File: src/scr_pkg.sv
package scr_pkg;

    // ----------------------------------------
    // target interface
    // ----------------------------------------
    localparam logic [6:0] SCR_DEV_ADDR   = 7'h3C;
    localparam logic [7:0] SCR_REC_OFFSET = 8'h0C;
    localparam logic [7:0] SCR_UNMAPPED   = 8'h00;

    // ----------------------------------------
    // recorder layout
    // ----------------------------------------
    localparam logic [7:0] SCR_REC_RESET  = 8'h40;
    localparam int SCR_RESET_INPUT_BIT    = 7;
    localparam int SCR_BATT_UNDER_BIT     = 6;
    localparam int SCR_BATT_OVER_BIT      = 5;
    localparam int SCR_BATT_LOW_BIT       = 4;
    localparam int SCR_THERMAL_BIT        = 3;
    localparam int SCR_HARD_RESET_BIT     = 2;
    localparam int SCR_WATCHDOG_BIT       = 1;
    localparam int SCR_SHUTDOWN_PIN_CAUSE_PIN_BIT       = 0;

    typedef enum logic [2:0] {
        SCR_IDLE,
        SCR_ADDR,
        SCR_ACK_ADDR,
        SCR_REG,
        SCR_ACK_DATA,
        SCR_WDATA,
        SCR_TX,
        SCR_RACK
    } scr_state_t;

endpackage

File: src/scr_rec_if.sv
`timescale 1ns/10ps
interface scr_rec_if;
    logic       rd_strobe;
    logic [7:0] rd_data;
    modport target   (output rd_strobe, input  rd_data);
    modport recorder (input  rd_strobe, output rd_data);
endinterface

File: src/scr_recorder.sv
`timescale 1ns/10ps
module scr_recorder
    import scr_pkg::*;
(
    input  wire logic       core_clk,
    input  wire logic       sys_rst,
    input  wire logic       shutdown_event,
    input  wire logic [7:0] causes,
    scr_rec_if.recorder     bus
);

    // ----------------------------------------
    // flag storage
    // ----------------------------------------
    logic [7:0] flags;
    wire  [7:0] cleared    = bus.rd_strobe ? 8'h00 : flags;
    // set wins over the clearing read so no cause is lost
    wire  [7:0] next_flags = cleared | (shutdown_event ? causes : 8'h00);

    // sys_rst stands for backup supply collapse; shutdown only ORs its causes into the flags
    always_ff @(posedge core_clk) begin
        if (sys_rst) begin
            flags <= SCR_REC_RESET;
        end else begin
            flags <= next_flags;
        end
    end

    assign bus.rd_data = flags;

    // ----------------------------------------
    // checks
    // ----------------------------------------
    chk_read_clears: assert property (@(posedge core_clk) disable iff (sys_rst)
        bus.rd_strobe && !shutdown_event |=> flags == 8'h00)
        else $error("read did not clear recorder");
    chk_flags_hold: assert property (@(posedge core_clk) disable iff (sys_rst)
        !bus.rd_strobe && !shutdown_event |=> $stable(flags))
        else $error("recorder changed without cause");
    chk_reset_input_set: assert property (@(posedge core_clk) disable iff (sys_rst)
        shutdown_event && causes[SCR_RESET_INPUT_BIT] |=> flags[SCR_RESET_INPUT_BIT])
        else $error("reset input cause not recorded");
    chk_batt_under_set: assert property (@(posedge core_clk) disable iff (sys_rst)
        shutdown_event && causes[SCR_BATT_UNDER_BIT] |=> flags[SCR_BATT_UNDER_BIT])
        else $error("undervoltage cause not recorded");
    chk_batt_over_set: assert property (@(posedge core_clk) disable iff (sys_rst)
        shutdown_event && causes[SCR_BATT_OVER_BIT] |=> flags[SCR_BATT_OVER_BIT])
        else $error("overvoltage cause not recorded");
    chk_batt_low_set: assert property (@(posedge core_clk) disable iff (sys_rst)
        shutdown_event && causes[SCR_BATT_LOW_BIT] |=> flags[SCR_BATT_LOW_BIT])
        else $error("battery low cause not recorded");
    chk_thermal_set: assert property (@(posedge core_clk) disable iff (sys_rst)
        shutdown_event && causes[SCR_THERMAL_BIT] |=> flags[SCR_THERMAL_BIT])
        else $error("thermal cause not recorded");
    chk_hard_reset_set: assert property (@(posedge core_clk) disable iff (sys_rst)
        shutdown_event && causes[SCR_HARD_RESET_BIT] |=> flags[SCR_HARD_RESET_BIT])
        else $error("hard reset cause not recorded");
    chk_watchdog_set: assert property (@(posedge core_clk) disable iff (sys_rst)
        shutdown_event && causes[SCR_WATCHDOG_BIT] |=> flags[SCR_WATCHDOG_BIT])
        else $error("watchdog cause not recorded");
    chk_shutdown_pin_cause_pin_set: assert property (@(posedge core_clk) disable iff (sys_rst)
        shutdown_event && causes[SCR_SHUTDOWN_PIN_CAUSE_PIN_BIT] |=> flags[SCR_SHUTDOWN_PIN_CAUSE_PIN_BIT])
        else $error("shutdown pin cause not recorded");

endmodule

File: src/scr_top.sv
`timescale 1ns/10ps
// Contract
// - reset input shutdown sets bit 7, else stays clear.
// - battery undervoltage shutdown sets bit 6.
// - battery overvoltage shutdown sets bit 5.
// - battery low shutdown with powerdown enabled sets bit 4.
// - thermal overload shutdown sets bit 3.
// - hard reset shutdown sets bit 2, else stays clear.
// - system watchdog expiry shutdown sets bit 1.
// - shutdown pin shutdown sets bit 0.
module scr_top
    import scr_pkg::*;
#(
    parameter logic [6:0] DEV_ADDR = SCR_DEV_ADDR
)(
    input  wire logic core_clk,
    input  wire logic sys_rst,
    input  wire logic scl_in,
    input  wire logic sda_in,
    output wire logic sda_out,
    output wire logic sda_oe,
    input  wire logic global_shutdown,
    input  wire logic reset_input_signal,
    input  wire logic battery_undervoltage,
    input  wire logic battery_overvoltage,
    input  wire logic battery_low,
    input  wire logic low_battery_powerdown_enable,
    input  wire logic thermal_overload,
    input  wire logic hard_reset,
    input  wire logic watchdog_expired,
    input  wire logic shutdown_pin
);

    // refused at elaboration: address zero would answer every general call
    if (DEV_ADDR == 7'h00) begin
        $error("general call address cannot serve as target address");
    end


    // ----------------------------------------
    // cause collection
    // ----------------------------------------
    wire [7:0] causes;
    assign causes[SCR_RESET_INPUT_BIT] = reset_input_signal;
    assign causes[SCR_BATT_UNDER_BIT]  = battery_undervoltage;
    assign causes[SCR_BATT_OVER_BIT]   = battery_overvoltage;
    // a low monitor only counts when the powerdown is enabled
    assign causes[SCR_BATT_LOW_BIT]    = battery_low & low_battery_powerdown_enable;
    assign causes[SCR_THERMAL_BIT]     = thermal_overload;
    assign causes[SCR_HARD_RESET_BIT]  = hard_reset;
    assign causes[SCR_WATCHDOG_BIT]    = watchdog_expired;
    assign causes[SCR_SHUTDOWN_PIN_CAUSE_PIN_BIT]    = shutdown_pin;

    scr_rec_if rec_bus ();

    scr_recorder u_rec (
        .core_clk       (core_clk),
        .sys_rst        (sys_rst),
        .shutdown_event (global_shutdown),
        .causes         (causes),
        .bus            (rec_bus.recorder)
    );

    // ----------------------------------------
    // pin synchronisers
    // ----------------------------------------
    logic [2:0] scl_sync;
    logic [2:0] sda_sync;
    logic       scl_f;
    logic       sda_f;
    logic       scl_p;
    logic       sda_p;

    always_ff @(posedge core_clk) begin
        if (sys_rst) begin
            scl_sync <= 3'h7;
            sda_sync <= 3'h7;
        end else begin
            scl_sync <= {scl_sync[1:0], scl_in};
            sda_sync <= {sda_sync[1:0], sda_in};
        end
    end

    // level moves only when the second and third stages agree
    always_ff @(posedge core_clk) begin
        if (sys_rst) begin
            scl_f <= 1'b1;
            sda_f <= 1'b1;
            scl_p <= 1'b1;
            sda_p <= 1'b1;
        end else begin
            scl_f <= (scl_sync[1] == scl_sync[2]) ? scl_sync[2] : scl_f;
            sda_f <= (sda_sync[1] == sda_sync[2]) ? sda_sync[2] : sda_f;
            scl_p <= scl_f;
            sda_p <= sda_f;
        end
    end

    wire scl_rise = scl_f & ~scl_p;
    wire scl_fall = ~scl_f & scl_p;
    wire bus_start = scl_f & scl_p & sda_p & ~sda_f;
    wire bus_stop  = scl_f & scl_p & ~sda_p & sda_f;

    // ----------------------------------------
    // target state machine
    // ----------------------------------------
    scr_state_t state;
    logic [7:0] shreg;
    logic [7:0] tx;
    logic [7:0] ptr;
    logic [3:0] bitcnt;
    logic       rw;
    logic       got_ack;
    logic       drive_low;

    wire byte_done = (bitcnt == 4'h8);
    wire addr_hit  = (shreg[7:1] == DEV_ADDR);
    wire load_now  = scl_fall & (((state == SCR_ACK_ADDR) & rw) | ((state == SCR_RACK) & got_ack));
    wire rec_sel   = (ptr == SCR_REC_OFFSET);
    wire [7:0] rd_byte = rec_sel ? rec_bus.rd_data : SCR_UNMAPPED;
    wire receiving = (state == SCR_ADDR) | (state == SCR_REG) | (state == SCR_WDATA);

    // fetching the byte is what clears it, so a nacked byte is still lost
    assign rec_bus.rd_strobe = load_now & rec_sel;

    always_ff @(posedge core_clk) begin
        if (sys_rst) begin
            state     <= SCR_IDLE;
            shreg     <= 8'h00;
            tx        <= 8'h00;
            ptr       <= 8'h00;
            bitcnt    <= 4'h0;
            rw        <= 1'b0;
            got_ack   <= 1'b0;
            drive_low <= 1'b0;
        end else if (bus_start) begin
            state     <= SCR_ADDR;
            bitcnt    <= 4'h0;
            drive_low <= 1'b0;
        end else if (bus_stop) begin
            state     <= SCR_IDLE;
            drive_low <= 1'b0;
        end else if (scl_rise) begin
            if (receiving) begin
                shreg  <= {shreg[6:0], sda_f};
                bitcnt <= 4'(bitcnt + 4'h1);
            end else if (state == SCR_RACK) begin
                got_ack <= ~sda_f;
            end
        end else if (scl_fall) begin
            case (state)
                SCR_ADDR: begin
                    if (byte_done) begin
                        state     <= addr_hit ? SCR_ACK_ADDR : SCR_IDLE;
                        rw        <= shreg[0];
                        drive_low <= addr_hit;
                    end
                end
                SCR_REG, SCR_WDATA: begin
                    if (byte_done) begin
                        // writes are acked but dropped: the recorder is read-only
                        if (state == SCR_REG) begin
                            ptr <= shreg;
                        end
                        state     <= SCR_ACK_DATA;
                        drive_low <= 1'b1;
                    end
                end
                SCR_ACK_ADDR, SCR_RACK: begin
                    bitcnt <= 4'h1;
                    if (load_now) begin
                        state     <= SCR_TX;
                        tx        <= {rd_byte[6:0], 1'b1};
                        drive_low <= ~rd_byte[7];
                        ptr       <= 8'(ptr + 8'h01);
                    end else begin
                        state     <= (state == SCR_RACK) ? SCR_IDLE : SCR_REG;
                        bitcnt    <= 4'h0;
                        drive_low <= 1'b0;
                    end
                end
                SCR_ACK_DATA: begin
                    state     <= SCR_WDATA;
                    bitcnt    <= 4'h0;
                    drive_low <= 1'b0;
                end
                SCR_TX: begin
                    if (byte_done) begin
                        state     <= SCR_RACK;
                        drive_low <= 1'b0;
                    end else begin
                        tx        <= {tx[6:0], 1'b1};
                        drive_low <= ~tx[7];
                        bitcnt    <= 4'(bitcnt + 4'h1);
                    end
                end
                default: begin
                    drive_low <= 1'b0;
                end
            endcase
        end
    end

    // open drain: only ever pulls low
    assign sda_out = 1'b0;
    assign sda_oe  = drive_low;

    // ----------------------------------------
    // checks
    // ----------------------------------------
    chk_clear_only_rec: assert property (@(posedge core_clk) disable iff (sys_rst)
        rec_bus.rd_strobe |-> ptr == SCR_REC_OFFSET && scl_fall)
        else $error("recorder cleared by access to another offset");
    chk_tx_first_bit: assert property (@(posedge core_clk) disable iff (sys_rst)
        load_now && !bus_start && !bus_stop |=> state == SCR_TX && sda_oe == ~$past(rd_byte[7]))
        else $error("first read bit not driven from recorder");

endmodule

File: config.mk
export PLATFORM = sky130hd
export DESIGN_NAME = scr_top
export DESIGN_NICKNAME = d
export VERILOG_FILES = /design/src/scr_pkg.sv /design/src/scr_rec_if.sv /design/src/scr_recorder.sv /design/src/scr_top.sv
export SDC_FILE = /design/constraint.sdc
export NUM_CORES = 1
export LEC_CHECK = 0
export ABC_AREA = 1
export ABC_CLOCK_PERIOD_IN_PS = 3300
export BUFFER_PORTS_ARGS = -buffer_cell sky130_fd_sc_hd__buf_2
export CAP_MARGIN = 40
export CORE_MARGIN = 2
export CORE_UTILIZATION = 50
export CTS_BUF_LIST = sky130_fd_sc_hd__clkbuf_16
export CTS_CLUSTER_SIZE = 30
export DETAILED_ROUTE_END_ITERATION = 8
export PLACE_DENSITY = 0.66
export SYNTH_ARGS = -nofsm -noshare
export SYNTH_HDL_FRONTEND = slang
export SYNTH_SLANG_ARGS = --single-unit
export TNS_END_PERCENT = 1
File: constraint.sdc
create_clock -name core_clk -period 3.3 [get_ports core_clk]
set_input_delay 0 -clock core_clk [delete_from_list [all_inputs] [get_ports core_clk]]
set_output_delay 0 -clock core_clk [all_outputs]
set_load 0.05 [all_outputs]
==> results of run 1 <==
[cells by family after synthesis]
logic type	after synthesis	share of synthesized area [%]
DFF	52	38.8
adders and majority gates	7	3.26
and+or+nand+nor	203	33.7
buffers and inverters	61	9.23
xor gates and xnor gates	4	1.30
other	1	0.140
AOI/OAI and AO/OA	70	13.6
[cells in the final DEF (no fill, tap or decap), types with 2 or more instances in the layout]
| cell type | netlist | final |
|---|---|---|
| o21ai_1 | 5 | 5 |
| dfxtp_1 | 52 | 52 |
| inv_2 | 8 | 8 |
| clkinv_2 | 0 | 2 |
| nor2_1 | 40 | 40 |
| xnor2_1 | 2 | 2 |
| clkbuf_16 | 0 | 5 |
| nor3_1 | 2 | 2 |
| or2_2 | 6 | 6 |
| nand2_1 | 105 | 105 |
| xor2_1 | 2 | 2 |
| nand2_2 | 7 | 7 |
| inv_1 | 43 | 43 |
| a21oi_1 | 36 | 36 |
| dlygate4sd3_1 | 0 | 11 |
| nand3_1 | 30 | 30 |
| buf_2 | 3 | 14 |
| o21ai_0 | 26 | 26 |
| ha_1 | 7 | 7 |
| nand4_1 | 4 | 4 |
| nand2_4 | 2 | 2 |
[tightest hold or removal path: stages]
cell	delay, ns
buf_2	0.15
nand2_1	0.06
a21oi_1	0.06
[sequential cells by signal (all words and copies together) (netlist names)]
signal,cells
ptr,8
shreg,8
tx,8
u_rec.bus.rd_data,8
bitcnt,4
scl_sync,3
sda_sync,3
state,3
got_ack,1
rw,1
scl_f,1
scl_p,1
sda_f,1
sda_oe,1
sda_p,1
[cell usage after synthesis, drive strengths merged]
cell type / n / share of area, %
nand2: 114 / 17
dfxtp: 52 / 39
inv: 51 / 7.1
nor2: 42 / 6.2
a21oi: 37 / 7.3
nand3: 31 / 6.0
o21ai: 31 / 5.8
buf: 7 / 1.7
ha: 7 / 3.3
or2: 6 / 1.4
nand4: 4 / 0.93
clkbuf: 3 / 0.42
nor3: 3 / 0.75
xnor2: 2 / 0.65
xor2: 2 / 0.65
a22oi: 1 / 0.28
and2: 1 / 0.23
and3b: 1 / 0.33
conb: 1 / 0.14
nor3b: 1 / 0.70
o22ai: 1 / 0.23
[layout make-up]
cell class / count / area share (%)
flip-flops and latches: 52 / 34.2
repair buffers: 25 / 5.93
well taps: 70 / 2.88
multi-input cells: 285 / 45.9
clock buffers: 5 / 4.12
inverters: 51 / 6.30
clock inverters: 3 / 0.617
[report_power, final]
part	total, mW	internal, mW	switching [mW]	leakage [nW]
sequential	0.641	0.636	0.00459	0.422
combinational	0.0471	0.0221	0.0250	0.822
clock	0.500	0.279	0.221	0.0736
[final timing paths]
check / endpoint / slack [ns] / cells after the start
setup / recovery: shreg[5]$_SDFFE_PP0P_ / 1.39 / 7
hold / removal: u_rec.bus.rd_data[0]$_SDFF_PP0_ / 0.02 / 3
setup reg to reg: shreg[5]$_SDFFE_PP0P_ / 1.39 / 7
hold reg to reg: scl_sync[1]$_SDFF_PP1_ / 0.41 / 1
[metrics by stage]
stage / hold WS (ns) / setup WS (ns) / area, sq um / utilization (%) / cells
2_1_floorplan: 0.104 / 1.74 / 2690 / - / 398
3_3_place_gp: 0.189 / 1.47 / 2790 / 54.2 / 472
3_5_place_dp: 0.191 / 1.42 / 2790 / 54.2 / 472
4_1_cts: 0.00965 / 1.40 / 3040 / 59.2 / 491
5_1_grt: 0.0463 / 1.23 / 3040 / 59.2 / 491
6_report: 0.0249 / 1.39 / 3040 / 59.2 / 491
[metal layers]
layer | up-vias | part of all wire, % | global-route usage, % | wire length (um)
met5 | - | 0 | 0 | 0
met4 | 0 | 1.3 | 8.39 | 76
met3 | 8 | 3.1 | 3.53 | 179
met2 | 37 | 46 | 33.2 | 2640
met1 | 1163 | 49 | 26.8 | 2800
li1 | 1303 | - | - | -
==> results.md, run 1 <==
- CTS buffer count: 5
- Layout Nets: 441
- Root buffer cell: clkbuf_16
- Yosys warns: 0
- Cells along the critical path: ha_1, nand3_1, nand2_2, nor3_2, inv_1, o21ai_0, a21oi_1
- Largest net degree at the start of global routing: 27
- Power, Total: 1.19 mW
- Clock Latency Late Sink: ~0.29 ns
- Routed WL: 5.70 mm
- Final ANT Viol Nets: 0
- Initial Util: 52.2%
- Largest stage delay on the critical path: 0.58 ns
- Number of buffers added on ports: 14
- Crit-path leading delay family: simple AND/OR/NAND/NOR gates
- Multi-input gate area in the final layout: 0.00140 sq mm
- Crit path launch: scl_f$_SDFFE_PP1N_
- Critical path startpoint category: flip-flop
- Site Rows: 26
- Initial antenna violation count: 0
- Outcome: finished, final reports clean
- Synthesized area per cell: a little under 7 sq um
- Final period utilization: 57.8%
- Fillcell total: around 500
- Worst relative slew slack: about half
- HP Class: in -> reg
- Share of cells above drive strength 1: 12.1%
- Remaining DRCs: 0
- CTS tree: yes
- N_diodes: 0
- Longest Clk Path Bufs: 2
- WS Path Type: reg -> reg
- Static Leak: between 1 and 1.5 nW
- Max Cap Viol: 0
- Min Tclk post-route: around 1.9 ns
- Number of H-tree levels: 2
- Vias in the first global route: 2,277
- Crit path buf inv count: 1
- First-pass GRT wire length: 9.87 mm
- Post-Synthesis Cells: 398
- Via/cell ratio: ~5.1
- Die area: between 0.005 and 0.006 sq mm
- Crit path max fanout: 15
- DR iter-0 viols: 132
- Min-delay src: global_shutdown
- Slowest stage cell, crit path: nor3_2
- Sequential cell area: 0.00104 sq mm
- Worst Max-Slew Pin Slew: 0.774 ns
- Die Height: 77.3 um
- CTS clk-pin slew, worst paths: 0.07 ns
- Die width: 77.3 um
- #FFs+latches synth: 52
- Area growth syn-to-layout: 13.2%
- GR Overflow Total: 0
- Sequential-to-total area share from yosys stat: between 30 and 40%
- GRT Total Usage: between 20% and 30%
- # IOs: 16
- Core area: 0.00514 sq mm
- Gpl congestion: just over 0.9
- Mapped cell area: between 0.002 and 0.003 sq mm
- TNS Setup: 0 ns
- Hold buffers post-CTS: 11
- RSZ-0062 raised after global routing: no
- Arr. time, crit path: 2.09 ns
- Pins Over Slew Limit: 0
- # setup viols final: 0
- Power per cell area: 391 mW/mm^2
- Critical Path RT: 3.48 ns
- Net Count, Synth: 419
- Reg2reg start: scl_f$_SDFFE_PP1N_
- Clk sinks: 52
- DP HPWL: 4.16 mm
- Setup repair bufs after CTS: 0
- Number of gates resized after CTS: 0
- Worst Skew: approximately 0.0070 ns
- DR vias: 2,511
- CP endpoint kind: flip-flop
- Distinct cells, synth: 33
- Hold Violations, Final: 0
- Drt pass-1 iters: 4
- Max IR drop VDD: 0.000265 V
- Fmax: 525 MHz
- DR WL/cell: 11.6 um
Note: power is estimated with default switching activity, not from simulation.
==> run 2, diff against run 1 <==
- ABC_CLOCK_PERIOD_IN_PS: 3300 -> 1600
- PLACE_DENSITY: 0.66 -> 0.68
- clock period: 3.3 -> 1.6 ns (I/O delays scaled with it)
==> results.md, run 2 (synthesized netlist as in run 1, its figures left out) <==
- Hold Violations, Final: 0 (unchanged)
- Die area: 0.00597 sq mm (unchanged)
- Largest stage delay on the critical path: 0.38 ns (was 0.58 ns)
- Dpl cell area: 0.00297 sq mm (was 0.00279 sq mm)
- # IOs: 16 (unchanged)
- DR iter-0 viols: 204 (was 132)
- CTS clk-pin slew, worst paths: 0.07 ns (about the same)
- Worst relative slew slack: 58.1% (was 48.4%)
- GR Overflow Total: 0 (unchanged)
- Max Cap Viol: 0 (unchanged)
- Worst Max-Slew Pin Slew: 0.628 ns (was 0.774 ns)
- CTS tree: yes (unchanged)
- Area growth syn-to-layout: 27.3% (was 13.2%)
- Max IR drop VDD: 0.000644 V (was 0.000265 V)
- DP HPWL: 4.49 mm (was 4.16 mm)
- Site Rows: 26 (unchanged)
- HP Class: in -> reg (unchanged)
- Power per cell area: 723 mW/mm^2 (was 391 mW/mm^2)
- Most common cell after layout, fill and taps aside: nand2_1 (unchanged)
- Crit path max fanout: 6 (was 15)
- Via/cell ratio: 5.07 (was 5.11)
- Cells along the critical path: inv_4, ha_4, inv_2, nor2_4, inv_2, nor3b_4, buf_4, nand2_4, nand2_2, nand2_1, nor2_1 (was ha_1, nand3_1, nand2_2, nor3_2, inv_1, o21ai_0, a21oi_1)
- Worst Skew: 0.00506 ns (was 0.00698 ns)
- Pins Over Slew Limit: 0 (unchanged)
- CP most frequent cell: inv_2
- Min Tclk post-route: 1.57 ns (was 1.91 ns)
- Longest Clk Path Bufs: 2 (unchanged)
- Post-layout util: 66.5% (was 59.2%)
- Number of H-tree levels: 2 (unchanged)
- Initial antenna violation count: 0 (unchanged)
- Final ANT Viol Nets: 0 (unchanged)
- RSZ-0062 raised after global routing: yes (was no)
- N_diodes: 0 (unchanged)
- Layout Nets: 472 (was 441)
- Pre-CTS setup slack: -0.0599 ns (was 1.42 ns)
- Initial Util: 52.2% (unchanged)
- Outcome: finished, final reports clean (unchanged)
- Most frequent cells in the layout: nand2_1, dfxtp_1, inv_1, nor2_1, a21oi_1 (unchanged)
- Post-layout instance area: 0.00342 sq mm (was 0.00304 sq mm)
- Drt pass-1 iters: 4 (unchanged)
- Clock Latency Late Sink: 0.29 ns (about the same)
- GRT Total Usage: 21.3% (was 20.4%)
- DR vias: 2,648 (was 2,511)
- Arr. time, crit path: 1.80 ns (was 2.09 ns)
- Routed WL: 6.63 mm (was 5.70 mm)
- Final period utilization: 98.3% (was 57.8%)
- Critical path startpoint category: flip-flop (unchanged)
- Gpl congestion: 0.884 (was 0.932)
- Number of buffers added on ports: 14 (unchanged)
- CP endpoint kind: flip-flop (unchanged)
- Core area: 0.00514 sq mm (unchanged)
- Clk sinks: 52 (unchanged)
- Slowest stage cell, crit path: dfxtp_4 (was nor3_2)
- TNS Setup: 0 ns (unchanged)
- Crit-path leading delay family: simple AND/OR/NAND/NOR gates (unchanged)
- Fmax: 636 MHz (was 525 MHz)
- WS Path Type: reg -> reg (unchanged)
- Static Leak: 1.48 nW (was 1.32 nW)
- First-pass GRT wire length: 10.2 mm (was 9.87 mm)
- Die Height: 77.3 um (unchanged)
- Vias in the first global route: 2,257 (was 2,277)
- Root buffer cell: clkbuf_16 (unchanged)
- Largest net degree at the start of global routing: 23 (was 27)
- CTS buffer count: 5 (unchanged)
- Crit path buf inv count: 4 (was 1)
- Share of cells above drive strength 1: 24.3% (was 12.1%)
- Power, Total: 2.47 mW (was 1.19 mW)
- Fillcell total: 464 (was 499)
- Remaining DRCs: 0 (unchanged)
- DR WL/cell: 12.7 um (was 11.6 um)
- Critical Path RT: 1.83 ns (was 3.48 ns)
- Final worst setup slack: 0.0279 ns (was 1.39 ns)
- # setup viols final: 0 (unchanged)
- Die width: 77.3 um (unchanged)
[run 2: cell count changes in the layout (fill, tap and decap cells not counted), sizes merged]
cell,delta
nand2,+1
clkinvlp,+1
clkinv,-2
buf,+30
inv,+1
[run 2: timing repair]
| action | CTS | global route |
|---|---|---|
| gates cloned | 0 | 1 |
| pin swaps | 0 | 17 |
| gates resized for setup | 5 | 36 |
| hold buffers | 11 | 0 |
| endpoints found under the hold margin | 10 | 0 |
| endpoints found under the setup margin | 14 | 29 |
| buffers inserted | 0 | 6 |
[run 2: worst reg2reg max path, cell delays in order, from the launching register on]
cell	delay (ns)
dfxtp_4	0.38
inv_4	0.07
ha_4	0.13
inv_2	0.04
nor2_4	0.13
inv_2	0.07
nor3b_4	0.24
buf_4	0.16
nand2_4	0.07
nand2_2	0.08
nand2_1	0.04
nor2_1	0.11
[run 2: metrics by stage]
| stage | hold WS (ns) | std cells |
|---|---|---|
| after floorplan | 0.104 | 398 |
| after global placement | 0.187 | 496 |
| after detailed placement | 0.186 | 496 |
| after CTS | 0.0188 | 515 |
| after global routing | 0.0511 | 522 |
| final | 0.0277 | 522 |
[run 2: per-layer routing]
| layer | share of wire [%] | GRT usage (%) | up-vias |
|---|---|---|---|
| met5 | 0 | 0 | - |
| met4 | 1.2 | 6.43 | 0 |
| met3 | 3.6 | 3.53 | 6 |
| met2 | 47 | 33.0 | 50 |
| met1 | 49 | 30.4 | 1217 |
| li1 | - | - | 1375 |
[run 2: power breakdown]
group	switching [mW]	internal [mW]	leakage (nW)
Sequential	0.00967	1.31	0.423
Combinational	0.0546	0.0520	0.986
Clock	0.468	0.577	0.0712
[run 2: final cells by class]
type                            instances  area [sq um]  area share [%]
Sequential cell                        52          1050            30.9
Inverter                               51           194            5.68
Clock buffer                            5           125            3.66
Timing Repair Buffer                   55           409            12.0
Tap cell                               70          87.6            2.56
Clock inverter                          3          20.0           0.586
Multi-Input combinational cell        286          1530            44.7
[run 2: final timing paths]
kind | start | end | slack [ns] | cells after the start
worst min-delay path | global_shutdown | u_rec.bus.rd_data[1]$_SDFF_PP0_ | 0.03 | 3
worst max register to register | scl_f$_SDFFE_PP1N_ | tx[7]$_SDFFE_PP0P_ | 0.03 | 11
worst min register to register | sda_sync[0]$_SDFF_PP1_ | sda_sync[1]$_SDFF_PP1_ | 0.42 | 1
worst max-delay path | scl_f$_SDFFE_PP1N_ | tx[7]$_SDFFE_PP0P_ | 0.03 | 11
==> run 3, diff against run 2 <==
- CELL_PAD_IN_SITES_DETAIL_PLACEMENT: not set -> 2
- CELL_PAD_IN_SITES_GLOBAL_PLACEMENT: not set -> 2
- CORE_UTILIZATION: 50 -> 30
- PLACE_DENSITY: 0.68 -> 0.72
==> results.md, run 3 (synthesized netlist as in run 1, its figures left out) <==
- Flop-to-flop setup slack: -0.08 ns (was 0.03 ns)
- Arr. time, crit path: 1.92 ns (was 1.80 ns)
- Clock Latency Late Sink: 0.31 ns (was 0.29 ns)
- Vias in the first global route: 3,092 (was 2,257)
- Initial antenna violation count: 0 (unchanged)
- Min-delay src: sys_rst (was global_shutdown)
- Critical Path RT: 1.84 ns (was 1.83 ns)
- N_diodes: 0 (unchanged)
- DR vias: 2,925 (was 2,648)
- Final worst setup slack: -0.0769 ns (was 0.0279 ns)
- Hold-critical path depth: 2 (was 3)
- CTS tree: yes (unchanged)
- Worst R2R Path Depth: 9 (was 11)
- CP endpoint kind: flip-flop (unchanged)
- Most common cell after layout, fill and taps aside: nand2_1 (unchanged)
- Power per cell area: 705 mW/mm^2 (was 723 mW/mm^2)
- CTS buffer count: 5 (unchanged)
- DR iter-0 viols: 85 (was 204)
- # setup viols final: 13 (was 0)
- Site Rows: 34 (was 26)
- Crit-path leading delay family: simple AND/OR/NAND/NOR gates (unchanged)
- Min Tclk post-route: 1.68 ns (was 1.57 ns)
- First-pass GRT wire length: 16.8 mm (was 10.2 mm)
- Initial Util: 30.8% (was 52.2%)
- TNS Setup: -0.371 ns (was 0 ns)
- Root buffer cell: clkbuf_16 (unchanged)
- Largest stage delay on the critical path: 0.33 ns (was 0.38 ns)
- Fillcell total: 1,015 (was 464)
- RSZ-0062 raised after global routing: yes (unchanged)
- Cells along the critical path: inv_1, ha_1, nand2_1, nor2_2, nand2_2, buf_4, o21ai_0, nand3_1, a21oi_2 (was inv_4, ha_4, inv_2, nor2_4, inv_2, nor3b_4, buf_4, nand2_4, nand2_2, nand2_1, nor2_1)
- Layout Nets: 491 (was 472)
- Slowest stage cell, crit path: dfxtp_1 (was dfxtp_4)
- Crit path max fanout: 3 (was 6)
- Reg2reg start: ptr[0]$_SDFFE_PP0P_ (was scl_f$_SDFFE_PP1N_)
- DR WL/cell: 20.4 um (was 12.7 um)
- HP Class: in -> reg (unchanged)
- Die area: 0.00972 sq mm (was 0.00597 sq mm)
- Max IR drop VDD: 0.000413 V (was 0.000644 V)
- Clk sinks: 52 (unchanged)
- Die width: 98.6 um (was 77.3 um)
- Gpl congestion: 0.889 (was 0.884)
- Area growth syn-to-layout: 38.8% (was 27.3%)
- Pins Over Slew Limit: 0 (unchanged)
- Most frequent cells in the layout: nand2_1, dfxtp_1, buf_4, inv_1 (was nand2_1, dfxtp_1, inv_1, nor2_1, a21oi_1)
- Remaining DRCs: 0 (unchanged)
- WS Path Type: reg -> reg (unchanged)
- Drt pass-1 iters: 4 (unchanged)
- Share of cells above drive strength 1: 30.1% (was 24.3%)
- Hold Violations, Final: 2 (was 0)
- Max Cap Viol: 0 (unchanged)
- Routed WL: 11.8 mm (was 6.63 mm)
- Longest Clk Path Bufs: 2 (unchanged)
- Largest net degree at the start of global routing: 27 (was 23)
- Post-layout util: 42.7% (was 66.5%)
- Static Leak: 1.62 nW (was 1.48 nW)
- Worst Skew: 0.00711 ns (was 0.00506 ns)
- Crit path buf inv count: 2 (was 4)
- Crit path launch: ptr[0]$_SDFFE_PP0P_ (was scl_f$_SDFFE_PP1N_)
- Hold Worst Slack: -0.0207 ns (was 0.0277 ns)
- Endpoint, Worst Hold: ptr[2]$_SDFFE_PP0P_ (was u_rec.bus.rd_data[1]$_SDFF_PP0_)
- Die Height: 98.6 um (was 77.3 um)
- Outcome: finished with violations (was finished, final reports clean)
- Via/cell ratio: 5.05 (was 5.07)
- CTS clk-pin slew, worst paths: 0.08 ns (was 0.07 ns)
- Final ANT Viol Nets: 0 (unchanged)
- DP HPWL: 6.55 mm (was 4.49 mm)
- FF-to-FF End: tx[3]$_SDFFE_PP0P_ (was tx[7]$_SDFFE_PP0P_)
- Number of H-tree levels: 2 (unchanged)
- Final period utilization: 105% (was 98.3%)
- GRT Total Usage: 22.0% (was 21.3%)
- Core area: 0.00872 sq mm (was 0.00514 sq mm)
- Failing checks: hold timing, setup timing
- Critical path startpoint category: flip-flop (unchanged)
- # IOs: 16 (unchanged)
- Fmax: 596 MHz (was 636 MHz)
- GR Overflow Total: 0 (unchanged)
- Number of buffers added on ports: 14 (unchanged)
run 3: area by class of cell:
class / count / area [sq um] / share of cell area, %
multi-input combinational: 286 / 1580 / 42.4
sequential: 52 / 1050 / 28.3
timing repair buffer: 74 / 604 / 16.2
inverter: 51 / 201 / 5.40
tap: 108 / 135 / 3.63
clock buffer: 5 / 125 / 3.36
clock inverter: 3 / 27.5 / 0.739
run 3: where the power goes:
| group | internal, mW | switching (mW) |
|---|---|---|
| registers | 1.31 | 0.0120 |
| clock network | 0.597 | 0.587 |
| logic | 0.0551 | 0.0697 |
run 3: per-stage QoR:
step	area (sq um)	instances	total power [mW]	hold WS (ns)	setup WS, ns
after floorplan	2690	398	1.40	0.104	0.0353
after global placement	3160	548	1.44	0.184	0.0131
after detailed placement	3160	548	1.44	0.187	-0.0474
after CTS	3520	571	2.61	0.0101	-0.0373
after global routing	3730	579	2.72	0.00113	-0.164
final	3730	579	2.63	-0.0207	-0.0769
run 3: worst max path at each step:
stage	endpoint	slack, ns	depth (start not counted)
after CTS	ptr[7]$_SDFFE_PP0P_	-0.04	10
after floorplan	tx[4]$_SDFFE_PP0P_	0.04	10
final	tx[3]$_SDFFE_PP0P_	-0.08	9
after detailed placement	ptr[0]$_SDFFE_PP0P_	-0.05	10
after global placement	ptr[6]$_SDFFE_PP0P_	0.01	10
after global routing	tx[3]$_SDFFE_PP0P_	-0.16	9
run 3: what timing repair did:
| item | CTS | global route |
|---|---|---|
| buffers inserted | 4 | 7 |
| pin swaps | 7 | 19 |
| endpoints found under the hold margin | 10 | 0 |
| setup endpoints to repair | 18 | 41 |
| resized for setup | 22 | 46 |
| hold buffers | 11 | 0 |
| gates cloned | 0 | 1 |
run 3: metal layers:
metal / track usage (%) / share of wire [%] / vias to the layer above
met5: 0 / 0 / -
met4: 5.27 / 3.8 / 0
met3: 3.26 / 3.0 / 31
met2: 37.9 / 49 / 57
met1: 29.0 / 44 / 1433
li1: - / - / 1404
